**config.mk**
```make
export PLATFORM = sky130hd
export DESIGN_NAME = gpio_port_config
export DESIGN_NICKNAME = d
export VERILOG_FILES = /design/src/hw/gpio_port_pkg.sv /design/src/hw/pin_sync.sv /design/src/hw/gpio_pin_bank.sv /design/src/hw/gpio_port_config.sv
export VERILOG_INCLUDE_DIRS = /design/src /design/src/hw
export SDC_FILE = /design/constraint.sdc
export NUM_CORES = 1
export LEC_CHECK = 0
export BUFFER_PORTS_ARGS = -buffer_cell sky130_fd_sc_hd__buf_2
export CORE_ASPECT_RATIO = 1.1
export CORE_UTILIZATION = 30
export DETAILED_ROUTE_END_ITERATION = 16
export SLEW_MARGIN = 20
export SYNTH_ARGS = -nofsm -noshare
export SYNTH_HDL_FRONTEND = slang
export SYNTH_SLANG_ARGS = --single-unit
```
**constraint.sdc**
```tcl
create_clock -name clock -period 2.4 [get_ports clock]
set_input_delay 0.12 -clock clock [delete_from_list [all_inputs] [get_ports clock]]
set_output_delay 0.12 -clock clock [all_outputs]
set_load 0.005 [all_outputs]
```
**src/hw/gpio_port_regs.svh**
```systemverilog
// register offsets, reset values and bit masks of the gpio port block
`ifndef GPIO_PORT_REGS_SVH
`define GPIO_PORT_REGS_SVH

// special-function register offsets
`define PORT_A_DATA_OFS       8'hF8
`define PORT_B_DATA_OFS       8'h80
`define PORT_C_DATA_OFS       8'h90
`define PORT_D_DATA_OFS       8'h98
`define LED_SCAN_CONTROL_OFS  8'hB0
`define PORT_B_PULLDOWN_OFS   8'hD8
`define PORT_A_PULLUP_OFS     8'hDD
`define PORT_B_PULLUP_OFS     8'hDE
`define PORT_C_PULLUP_OFS     8'hDF
`define PORT_D_PULLUP_OFS     8'hE2
`define PORT_A_DIRECTION_OFS  8'hEA
`define PORT_B_DIRECTION_OFS  8'hEB
`define PORT_C_DIRECTION_OFS  8'hEC
`define PORT_D_DIRECTION_OFS  8'hED

// secondary bus offsets
`define COM_PIN_SELECT_OFS    8'h2B
`define OPEN_DRAIN_ENABLE_OFS 8'h2C

// reset values
`define PORT_A_DATA_RST       8'h3F
`define PORT_BCD_DATA_RST     8'hFF
`define PORT_A_DIRECTION_RST  8'h3F
`define PORT_BCD_DIR_RST      8'hFF
`define CTRL_RST              8'h00

// implemented bits
`define PORT_A_MASK           8'h3F
`define OPEN_DRAIN_MASK       8'h07
`define LED_SCAN_MASK         8'h1F

// field positions
`define SINK_LOCK_BIT         0
`define OD_PA0_BIT            0
`define OD_PA1_BIT            1
`define OD_PD6_BIT            2
`define PD6_PIN               6

`endif

```
**src/hw/gpio_port_pkg.sv**
```systemverilog
// types shared by the gpio port block
`default_nettype none

package gpio_port_pkg;

  // drive of one 8-pin group towards the pads
  typedef struct packed {
    logic [7:0] out;
    logic [7:0] oe;
  } pad_s;

  // configuration of one 8-pin group
  typedef struct packed {
    logic [7:0] pinDirectionBits;
    logic [7:0] pinOutputBits;
    logic [7:0] opendrainSelect;
  } port_cfg_s;

  // alternate function that may take a pin over
  typedef struct packed {
    logic [7:0] enable;
    logic [7:0] out;
    logic [7:0] oe;
  } alt_drive_s;

endpackage : gpio_port_pkg

`default_nettype wire

```
**src/hw/pin_sync.sv**
```systemverilog
// two-flop synchroniser for a group of pad inputs
`default_nettype none

module pin_sync #(
  parameter int WIDTH = 8
) (
  input  wire logic             clock,
  input  wire logic             reset,
  input  wire logic [WIDTH-1:0] asyncIn,
  output logic      [WIDTH-1:0] syncOut
);

  logic [WIDTH-1:0] stage1_q;
  logic [WIDTH-1:0] stage1_d;
  logic [WIDTH-1:0] stage2_q;
  logic [WIDTH-1:0] stage2_d;

  always_comb begin
    stage1_d = asyncIn;
    stage2_d = stage1_q;
  end

  always_ff @(posedge clock) begin
    if (reset) begin
      stage1_q <= '0;
      stage2_q <= '0;
    end else begin
      stage1_q <= stage1_d;
      stage2_q <= stage2_d;
    end
  end

  assign syncOut = stage2_q;

endmodule : pin_sync

`default_nettype wire

```
**src/hw/gpio_pin_bank.sv**
```systemverilog
// pad drive and readback for one group of eight pins
`default_nettype none

module gpio_pin_bank
  import gpio_port_pkg::*;
(
  input  wire logic                      clock,
  input  wire logic                      reset,
  input  wire gpio_port_pkg::port_cfg_s  cfg,
  input  wire gpio_port_pkg::alt_drive_s alt,
  input  wire logic [7:0]                implMask,
  input  wire logic [7:0]                padIn,
  output gpio_port_pkg::pad_s            pad,
  output logic      [7:0]                readback
);

  logic [7:0] pinLevel;
  pad_s       pad_q;
  pad_s       pad_d;

  // pad levels come from another domain and are synchronised first
  pin_sync #(
    .WIDTH   (8)
  ) u_sync (
    .clock   (clock),
    .reset   (reset),
    .asyncIn (padIn),
    .syncOut (pinLevel)
  );

  always_comb begin
    pad_d = '0;
    for (int i = 0; i < 8; i++) begin
      if (alt.enable[i]) begin
        pad_d.out[i] = alt.out[i];
        pad_d.oe[i]  = alt.oe[i];
      end else if (cfg.opendrainSelect[i]) begin
        // open drain: only a low is driven, a high releases the pad
        pad_d.out[i] = 1'b0;
        pad_d.oe[i]  = ~cfg.pinDirectionBits[i]
                       & ~cfg.pinOutputBits[i];
      end else begin
        pad_d.out[i] = cfg.pinOutputBits[i];             // [RULE_02]
        pad_d.oe[i]  = ~cfg.pinDirectionBits[i];         // [RULE_01]
      end
    end
    pad_d.out = pad_d.out & implMask;
    pad_d.oe  = pad_d.oe & implMask;
  end

  always_ff @(posedge clock) begin
    if (reset) begin
      pad_q <= '0;
    end else begin
      pad_q <= pad_d;
    end
  end

  assign pad = pad_q;

  // inputs show the pad, outputs the last written value
  assign readback = implMask & ((cfg.pinDirectionBits & pinLevel)
                    | (~cfg.pinDirectionBits & cfg.pinOutputBits)); // [RULE_03]

endmodule : gpio_pin_bank

`default_nettype wire

```
**src/hw/gpio_port_config.sv**
```systemverilog
// gpio port configuration block: registers, pin control, sink lock
//
// Operation
// RULE_01 - A direction bit of 1 makes its pin an input and 0 an output.
// RULE_02 - An output pin is driven to the level of its data bit.
// RULE_03 - Data reads return the pad level for inputs, else written data.
// RULE_04 - A pull-up bit of 1 switches on that pin's internal pull-up.
// RULE_05 - A port B pull-down bit of 1 switches on that pin's pull-down.
// RULE_06 - Open-drain bits 0, 1, 2 select open drain on PA0, PA1, PD6.
// RULE_07 - An enabled IIC function forces open drain on its pins.
// RULE_08 - The sink lock bit at 1 locks the COM pins as sink I/O.
// RULE_09 - While locked, COM pins follow GPIO registers, not LED scan.
// RULE_10 - Each COM select bit puts the same port B pin into COM mode.
// RULE_11 - Port A has only six pins; ports B, C and D have eight.
// RULE_12 - Software must not give one pin two peripheral functions.
// RULE_13 - COM select and open-drain sit on the secondary bus only.
// RULE_14 - Port B provides high-current sink drive on its eight pins.
// RULE_15 - IIC and UART lines should use external pull-up resistors.
// RULE_16 - Unimplemented register bits read as zero and ignore writes.
`include "gpio_port_regs.svh"
`default_nettype none

module gpio_port_config (
  input  wire logic                 clock,
  input  wire logic                 reset,
  // special-function register bus
  input  wire logic [7:0]           sfrAddr,
  input  wire logic                 sfrWrite,
  input  wire logic                 sfrRead,
  input  wire logic [7:0]           sfrWdata,
  output logic      [7:0]           sfrRdata,
  // secondary register bus
  input  wire logic [7:0]           secAddr,
  input  wire logic                 secWrite,
  input  wire logic                 secRead,
  input  wire logic [7:0]           secWdata,
  output logic      [7:0]           secRdata,
  // peripheral side
  input  wire logic                 iicEnable,
  input  wire logic [7:0]           ledComOut,
  input  wire logic [7:0]           ledComOe,
  // pads
  input  wire logic [7:0]           paIn,
  input  wire logic [7:0]           pbIn,
  input  wire logic [7:0]           pcIn,
  input  wire logic [7:0]           pdIn,
  output gpio_port_pkg::pad_s       paPad,
  output gpio_port_pkg::pad_s       pbPad,
  output gpio_port_pkg::pad_s       pcPad,
  output gpio_port_pkg::pad_s       pdPad,
  output logic      [7:0]           paPullup,
  output logic      [7:0]           pbPullup,
  output logic      [7:0]           pcPullup,
  output logic      [7:0]           pdPullup,
  output logic      [7:0]           pbPulldown,
  output logic      [7:0]           pbHighSink,
  output logic                      sinkPortLock
);

  import gpio_port_pkg::*;

  // ----------------------------------------------------------------
  // register state
  // ----------------------------------------------------------------
  logic [7:0] paDir_q, paDir_d;
  logic [7:0] pbDir_q, pbDir_d;
  logic [7:0] pcDir_q, pcDir_d;
  logic [7:0] pdDir_q, pdDir_d;
  logic [7:0] paData_q, paData_d;
  logic [7:0] pbData_q, pbData_d;
  logic [7:0] pcData_q, pcData_d;
  logic [7:0] pdData_q, pdData_d;
  logic [7:0] paPu_q, paPu_d;
  logic [7:0] pbPu_q, pbPu_d;
  logic [7:0] pcPu_q, pcPu_d;
  logic [7:0] pdPu_q, pdPu_d;
  logic [7:0] pbPd_q, pbPd_d;
  logic [7:0] ledScanCtrl_q, ledScanCtrl_d;
  logic [7:0] commonLineSelect_q, commonLineSelect_d;
  logic [7:0] opendrain_q, opendrain_d;
  logic [7:0] highSink_q, highSink_d;
  logic [7:0] sfrRdata_q, sfrRdata_d;
  logic [7:0] secRdata_q, secRdata_d;

  logic [7:0] paRead, pbRead, pcRead, pdRead;
  logic       lockBit;

  assign lockBit = ledScanCtrl_q[`SINK_LOCK_BIT];

  // ----------------------------------------------------------------
  // register writes
  // ----------------------------------------------------------------
  always_comb begin
    paDir_d            = paDir_q;
    pbDir_d            = pbDir_q;
    pcDir_d            = pcDir_q;
    pdDir_d            = pdDir_q;
    paData_d           = paData_q;
    pbData_d           = pbData_q;
    pcData_d           = pcData_q;
    pdData_d           = pdData_q;
    paPu_d             = paPu_q;
    pbPu_d             = pbPu_q;
    pcPu_d             = pcPu_q;
    pdPu_d             = pdPu_q;
    pbPd_d             = pbPd_q;
    ledScanCtrl_d      = ledScanCtrl_q;
    commonLineSelect_d = commonLineSelect_q;
    opendrain_d        = opendrain_q;
    if (sfrWrite) begin
      unique case (sfrAddr)
        `PORT_A_DIRECTION_OFS: paDir_d  = sfrWdata & `PORT_A_MASK; // [RULE_11]
        `PORT_B_DIRECTION_OFS: pbDir_d  = sfrWdata;
        `PORT_C_DIRECTION_OFS: pcDir_d  = sfrWdata;
        `PORT_D_DIRECTION_OFS: pdDir_d  = sfrWdata;
        `PORT_A_DATA_OFS:      paData_d = sfrWdata & `PORT_A_MASK; // [RULE_16]
        `PORT_B_DATA_OFS:      pbData_d = sfrWdata;
        `PORT_C_DATA_OFS:      pcData_d = sfrWdata;
        `PORT_D_DATA_OFS:      pdData_d = sfrWdata;
        `PORT_A_PULLUP_OFS:    paPu_d   = sfrWdata & `PORT_A_MASK; // [RULE_11]
        `PORT_B_PULLUP_OFS:    pbPu_d   = sfrWdata;
        `PORT_C_PULLUP_OFS:    pcPu_d   = sfrWdata;
        `PORT_D_PULLUP_OFS:    pdPu_d   = sfrWdata;
        `PORT_B_PULLDOWN_OFS:  pbPd_d   = sfrWdata;
        `LED_SCAN_CONTROL_OFS: begin
          ledScanCtrl_d = sfrWdata & `LED_SCAN_MASK;               // [RULE_16]
        end
        default: ;
      endcase
    end
    // these two answer on the secondary bus and nowhere else
    if (secWrite) begin
      unique case (secAddr)
        `COM_PIN_SELECT_OFS:    commonLineSelect_d = secWdata;     // [RULE_13]
        `OPEN_DRAIN_ENABLE_OFS: begin
          opendrain_d = secWdata & `OPEN_DRAIN_MASK;               // [RULE_16]
        end
        default: ;
      endcase
    end
  end

  always_ff @(posedge clock) begin
    if (reset) begin
      paDir_q            <= `PORT_A_DIRECTION_RST;
      pbDir_q            <= `PORT_BCD_DIR_RST;
      pcDir_q            <= `PORT_BCD_DIR_RST;
      pdDir_q            <= `PORT_BCD_DIR_RST;
      paData_q           <= `PORT_A_DATA_RST;
      pbData_q           <= `PORT_BCD_DATA_RST;
      pcData_q           <= `PORT_BCD_DATA_RST;
      pdData_q           <= `PORT_BCD_DATA_RST;
      paPu_q             <= `CTRL_RST;
      pbPu_q             <= `CTRL_RST;
      pcPu_q             <= `CTRL_RST;
      pdPu_q             <= `CTRL_RST;
      pbPd_q             <= `CTRL_RST;
      ledScanCtrl_q      <= `CTRL_RST;
      commonLineSelect_q <= `CTRL_RST;
      opendrain_q        <= `CTRL_RST;
    end else begin
      paDir_q            <= paDir_d;
      pbDir_q            <= pbDir_d;
      pcDir_q            <= pcDir_d;
      pdDir_q            <= pdDir_d;
      paData_q           <= paData_d;
      pbData_q           <= pbData_d;
      pcData_q           <= pcData_d;
      pdData_q           <= pdData_d;
      paPu_q             <= paPu_d;
      pbPu_q             <= pbPu_d;
      pcPu_q             <= pcPu_d;
      pdPu_q             <= pdPu_d;
      pbPd_q             <= pbPd_d;
      ledScanCtrl_q      <= ledScanCtrl_d;
      commonLineSelect_q <= commonLineSelect_d;
      opendrain_q        <= opendrain_d;
    end
  end

  // ----------------------------------------------------------------
  // register reads
  // ----------------------------------------------------------------
  // read data is registered, so it is valid one cycle after the strobe;
  // it holds between reads so a slow core may sample it late
  always_comb begin
    sfrRdata_d = sfrRdata_q;
    secRdata_d = secRdata_q;
    if (sfrRead) begin
      unique case (sfrAddr)
        `PORT_A_DIRECTION_OFS: sfrRdata_d = paDir_q;
        `PORT_B_DIRECTION_OFS: sfrRdata_d = pbDir_q;
        `PORT_C_DIRECTION_OFS: sfrRdata_d = pcDir_q;
        `PORT_D_DIRECTION_OFS: sfrRdata_d = pdDir_q;
        `PORT_A_DATA_OFS:      sfrRdata_d = paRead;      // [RULE_03]
        `PORT_B_DATA_OFS:      sfrRdata_d = pbRead;      // [RULE_03]
        `PORT_C_DATA_OFS:      sfrRdata_d = pcRead;      // [RULE_03]
        `PORT_D_DATA_OFS:      sfrRdata_d = pdRead;      // [RULE_03]
        `PORT_A_PULLUP_OFS:    sfrRdata_d = paPu_q;
        `PORT_B_PULLUP_OFS:    sfrRdata_d = pbPu_q;
        `PORT_C_PULLUP_OFS:    sfrRdata_d = pcPu_q;
        `PORT_D_PULLUP_OFS:    sfrRdata_d = pdPu_q;
        `PORT_B_PULLDOWN_OFS:  sfrRdata_d = pbPd_q;
        `LED_SCAN_CONTROL_OFS: sfrRdata_d = ledScanCtrl_q;
        default:               sfrRdata_d = 8'h00;
      endcase
    end
    if (secRead) begin
      unique case (secAddr)
        `COM_PIN_SELECT_OFS:    secRdata_d = commonLineSelect_q; // [RULE_13]
        `OPEN_DRAIN_ENABLE_OFS: secRdata_d = opendrain_q;        // [RULE_16]
        default:                secRdata_d = 8'h00;
      endcase
    end
  end

  // ----------------------------------------------------------------
  // sink lock and high-current drive
  // ----------------------------------------------------------------
  always_comb begin
    highSink_d = lockBit ? 8'hFF : 8'h00;                // [RULE_08] [RULE_14]
  end

  always_ff @(posedge clock) begin
    if (reset) begin
      sfrRdata_q <= 8'h00;
      secRdata_q <= 8'h00;
      highSink_q <= 8'h00;
    end else begin
      sfrRdata_q <= sfrRdata_d;
      secRdata_q <= secRdata_d;
      highSink_q <= highSink_d;
    end
  end

  // ----------------------------------------------------------------
  // pin configuration per port
  // ----------------------------------------------------------------
  port_cfg_s  paCfg, pbCfg, pcCfg, pdCfg;
  alt_drive_s noAlt, pbAlt;

  assign noAlt = '0;

  always_comb begin
    paCfg = '{pinDirectionBits: paDir_q, pinOutputBits: paData_q,
              opendrainSelect: 8'h00};
    // the IIC pins are pulled to open drain whatever the select says
    paCfg.opendrainSelect[`OD_PA0_BIT] = opendrain_q[`OD_PA0_BIT]
                                         | iicEnable;    // [RULE_06] [RULE_07]
    paCfg.opendrainSelect[`OD_PA1_BIT] = opendrain_q[`OD_PA1_BIT]
                                         | iicEnable;    // [RULE_06] [RULE_07]
    pbCfg = '{pinDirectionBits: pbDir_q, pinOutputBits: pbData_q,
              opendrainSelect: 8'h00};
    pcCfg = '{pinDirectionBits: pcDir_q, pinOutputBits: pcData_q,
              opendrainSelect: 8'h00};
    pdCfg = '{pinDirectionBits: pdDir_q, pinOutputBits: pdData_q,
              opendrainSelect: 8'h00};
    pdCfg.opendrainSelect[`PD6_PIN] = opendrain_q[`OD_PD6_BIT]; // [RULE_06]
  end

  // a locked sink port ignores the scan engine entirely; the scan
  // engine owns a selected pin only while the lock is off
  always_comb begin
    pbAlt.enable = commonLineSelect_q & {8{~lockBit}};   // [RULE_09] [RULE_10]
    pbAlt.out    = ledComOut;
    pbAlt.oe     = ledComOe;
  end

  gpio_pin_bank u_port_a (
    .clock    (clock),
    .reset    (reset),
    .cfg      (paCfg),
    .alt      (noAlt),
    .implMask (`PORT_A_MASK),                            // [RULE_11]
    .padIn    (paIn),
    .pad      (paPad),
    .readback (paRead)
  );

  gpio_pin_bank u_port_b (
    .clock    (clock),
    .reset    (reset),
    .cfg      (pbCfg),
    .alt      (pbAlt),
    .implMask (8'hFF),
    .padIn    (pbIn),
    .pad      (pbPad),
    .readback (pbRead)
  );

  gpio_pin_bank u_port_c (
    .clock    (clock),
    .reset    (reset),
    .cfg      (pcCfg),
    .alt      (noAlt),
    .implMask (8'hFF),
    .padIn    (pcIn),
    .pad      (pcPad),
    .readback (pcRead)
  );

  gpio_pin_bank u_port_d (
    .clock    (clock),
    .reset    (reset),
    .cfg      (pdCfg),
    .alt      (noAlt),
    .implMask (8'hFF),
    .padIn    (pdIn),
    .pad      (pdPad),
    .readback (pdRead)
  );

  // ----------------------------------------------------------------
  // outputs
  // ----------------------------------------------------------------
  // pull resistors are analog switches fed straight from the registers
  assign paPullup     = paPu_q;                          // [RULE_04]
  assign pbPullup     = pbPu_q;                          // [RULE_04]
  assign pcPullup     = pcPu_q;                          // [RULE_04]
  assign pdPullup     = pdPu_q;                          // [RULE_04]
  assign pbPulldown   = pbPd_q;                          // [RULE_05]
  assign pbHighSink   = highSink_q;
  assign sinkPortLock = ledScanCtrl_q[`SINK_LOCK_BIT];   // [RULE_08]
  assign sfrRdata     = sfrRdata_q;
  assign secRdata     = secRdata_q;

endmodule : gpio_port_config

`default_nettype wire

```
==> implementation parameters <==
Parameter                              Value

Outcome
  Result of the run ... finished, final reports clean

Drt
  Total routed wirelength ... 31.94 mm
  Pre-Repair DR Iteration Count ... 5
  Vias per cell ... 4.788
  Routed length on met1 ... 13.70 mm
  Metal2 WL ... 15.17 mm
  Detailed-route DRC error count ... 0
  Number of design-rule violations left by the first detailed-router iteration ... 603
  Met3 WL post-DR ... 2.183 mm
  Post-detailed-route wirelength per cell ... 18.48 um
  Routed vias ... 8273
  Max Used Layer ... met5
  Number of routed nets with antenna violations ... 0

Setup path
  Maximum fanout count along the critical path ... 4
  WP data required ... 2.79 ns
  Worst path arrival time ... 2.59 ns
  Endpoint type of the worst setup path ... flop
  Number of cells on the worst reg-to-reg path ... 6
  Crit path launch type ... flop
  Critical Setup Path Class ... reg2reg

Clock network
  Clock latency on the worst-skew pair ... 0.54 ns
  Deepest level of the CTS H-tree ... 1
  Number of buffers created by CTS ... 27
  Clk buf depth ... 3
  Clock-pin slew on the worst setup and hold paths ... 0.06 ns
  TritonCTS clock tree ... yes
  Clock sink total ... 251
  Setup repair bufs after CTS ... 0
  Root buffer cell ... sky130_fd_sc_hd__clkbuf_16
  Post-cts resize count ... 0

Logic synthesis
  Prevailing post-synth register cell ... sky130_fd_sc_hd__dfxtp_1
  Post-synth EDFFs ... 0
  Sequential area share after synthesis ... 0.5237
  Warning count from the yosys run ... 0
  Count of distinct cell types in the synthesized netlist ... 55
  Number of flip-flops and latches in the synthesized netlist ... 251
  Post-synthesis instance area ... 0.009594 mm^2
  Avg Inst Size Synth ... 9.360 um^2
  Cells after synthesis ... 1025
  Share of flip-flops with an asynchronous set or reset ... 0

Layout
  Leading cell type in the layout, fill and taps excluded ... sky130_fd_sc_hd__dfxtp_1
  Growth of design area from synthesis to finish ... 31.79%
  Area taken by flip-flops and latches ... 0.005025 mm^2
  Commonest non-fill, non-tap cells in the layout ... sky130_fd_sc_hd__dfxtp_1, sky130_fd_sc_hd__buf_2, sky130_fd_sc_hd__nand2_1, sky130_fd_sc_hd__mux2i_1, sky130_fd_sc_hd__nor2b_1
  Combined area of the multi-input logic cells ... 0.004198 mm^2
  Share of final-layout standard cells stronger than drive strength 1 ... 0.2262
  Post-route insts no fill ... 1728
  Post-route standard cell area excluding fillers ... 0.01264 mm^2
  Total of fill cells in the finished design ... 3174
  Post-layout nets ... 1374

Placed design
  Detailed-placement wirelength estimate ... 22.65 mm
  Gp weighted congestion ... 0.9132
  Post-detailed-placement cell area ... 0.01099 mm^2
  Worst-case setup slack after placement ... 0.2118 ns
  Placed Cells ... 1598
  Count of buffers inserted at the top-level ports ... 207

STA
  Min Tclk post-route ... 2.199 ns
  Worst setup slack after layout ... 0.2010 ns
  Max-slew violations ... 0
  Slew Limit Headroom ... 0.5249
  Clock Skew ... 0.02051 ns
  Final hold vios ... 0
  Post-route setup TNS ... 0 ns
  Setup-failing EPs final ... 0
  RSZ-0062 raised after global routing ... no
  Period utilisation layout ... 0.9163
  Slew at the pin closest to its max-slew limit ... 0.7115 ns
  Maximum clock rate ... 454.7 MHz

Floorplanning
  Starting Density ... 0.3056
  Horizontal die dimension ... 172.5 um
  Die Y ... 189.6 um
  Number of top-level design ports ... 216
  Row count ... 68
  Full die area ... 0.03270 mm^2
  Area of the placeable core ... 0.03140 mm^2

Global routing
  GRT Overall Usage ... 0.1905
  Initial antenna violation count ... 6
  Largest net degree at the start of global routing ... 91
  Number of global-route vias before repair ... 8101
  Congestion Overflow GR ... 0
  Global-route wire length before repair ... 48.07 mm

Pwr
  Reported leakage power ... 5.710 nW
  Overall power of the completed layout ... 8.849 mW
  Worst IR Drop VDD ... 0.4024 mV
  Total power density per cell area ... 699.8 mW/mm^2

Hold path
  Type of the worst min-delay path ... in2reg
  Hold Path Cell Cnt ... 3

Run
  Max-cap violation count ... 0
-- cell usage after synthesis, drive strengths merged (4+ instances only) --
cell	instances	area (um^2)
nand2b	13	81.33
dfxtp	251	5025
nor3	11	60.06
nand2	163	611.8
o22ai	10	62.56
mux2i	90	900.9
nor2b	86	538.0
clkbuf	50	187.7
a21oi	45	225.2
mux2	15	168.9
a32oi	4	35.03
a211oi	17	127.6
a22oi	12	90.09
o21ai	13	65.06
nand4	6	37.54
nor2	77	289.0
nor4b	5	56.31
and3	8	50.05
buf	33	204.0
and2	8	50.05
nand3	63	315.3
-- cells by family after synthesis --
family | after synthesis | share of synthesized area
and+or+nand+nor | 459 | 0.2362
AOI/OAI and AO/OA | 125 | 0.08699
other | 1 | 0.0003909
muxes | 105 | 0.1115
DFF | 251 | 0.5237
buffers and inverters | 84 | 0.04121
-- power by group --
group          leakage (nW)  internal [mW]  total (mW)  switching (mW)
sequential             2.05           4.25        4.28          0.0288
clock                 0.411           2.37        4.03            1.66
combinational          3.25          0.247       0.542           0.295
-- cell type report --
class,instances,share of cell area
inverters,1,0.0002969
well taps,420,0.04156
flip-flops and latches,251,0.3974
multi-input cells,695,0.3320
clock inverters,9,0.008213
repair buffers,311,0.1610
diodes,4,0.0007916
clock buffers,37,0.05878
-- flip-flops by register name, indices dropped and copies added, names as in the netlist, 12 cells and up --
register / cells
u_port_c.pad: 16
u_port_b.pad: 16
u_port_d.pad: 16
u_port_a.pad: 12
-- path summary, 6_finish.rpt --
kind	start	endpoint	slack, ns
setup reg to reg	pdDir_q[0]	sfrRdata[0]	0.20
setup / recovery	pdDir_q[0]	sfrRdata[0]	0.20
hold / removal	sfrWdata[7]	pdData_q[7]	0.006
hold reg to reg	u_port_c.u_sync.stage1_q[2]	u_port_c.u_sync.syncOut[2]	0.43
-- worst max-delay path, stage by stage (launching register included) --
cell	delay [ns]
sky130_fd_sc_hd__dfxtp_1	0.39
sky130_fd_sc_hd__mux2_2	0.35
sky130_fd_sc_hd__a222oi_1	0.32
sky130_fd_sc_hd__nor2_1	0.11
sky130_fd_sc_hd__a311o_1	0.36
sky130_fd_sc_hd__a2111oi_2	0.40
sky130_fd_sc_hd__o21ai_1	0.11
-- repair_timing --
item / CTS / global route
hold endpoints to repair: 86 / 0
setup endpoints to repair: 0 / 0
hold buffers: 80 / 0
-- through the flow --
| stage | hold WS, ns | util |
|---|---|---|
| after floorplan | 0.1973 | - |
| after global placement | 0.3358 | 0.3500 |
| after detailed placement | 0.3317 | 0.3500 |
| after CTS | 0.009530 | 0.4024 |
| after global routing | 0.01935 | 0.4025 |
| final | 0.006490 | 0.4028 |
-- per-layer routing --
metal,global-route usage,vias to the layer above
met5,0,-
met4,0.06696,4
met3,0.03937,53
met2,0.3248,303
met1,0.2377,3889
li1,-,4024
Power figures use the tool's default switching activity.
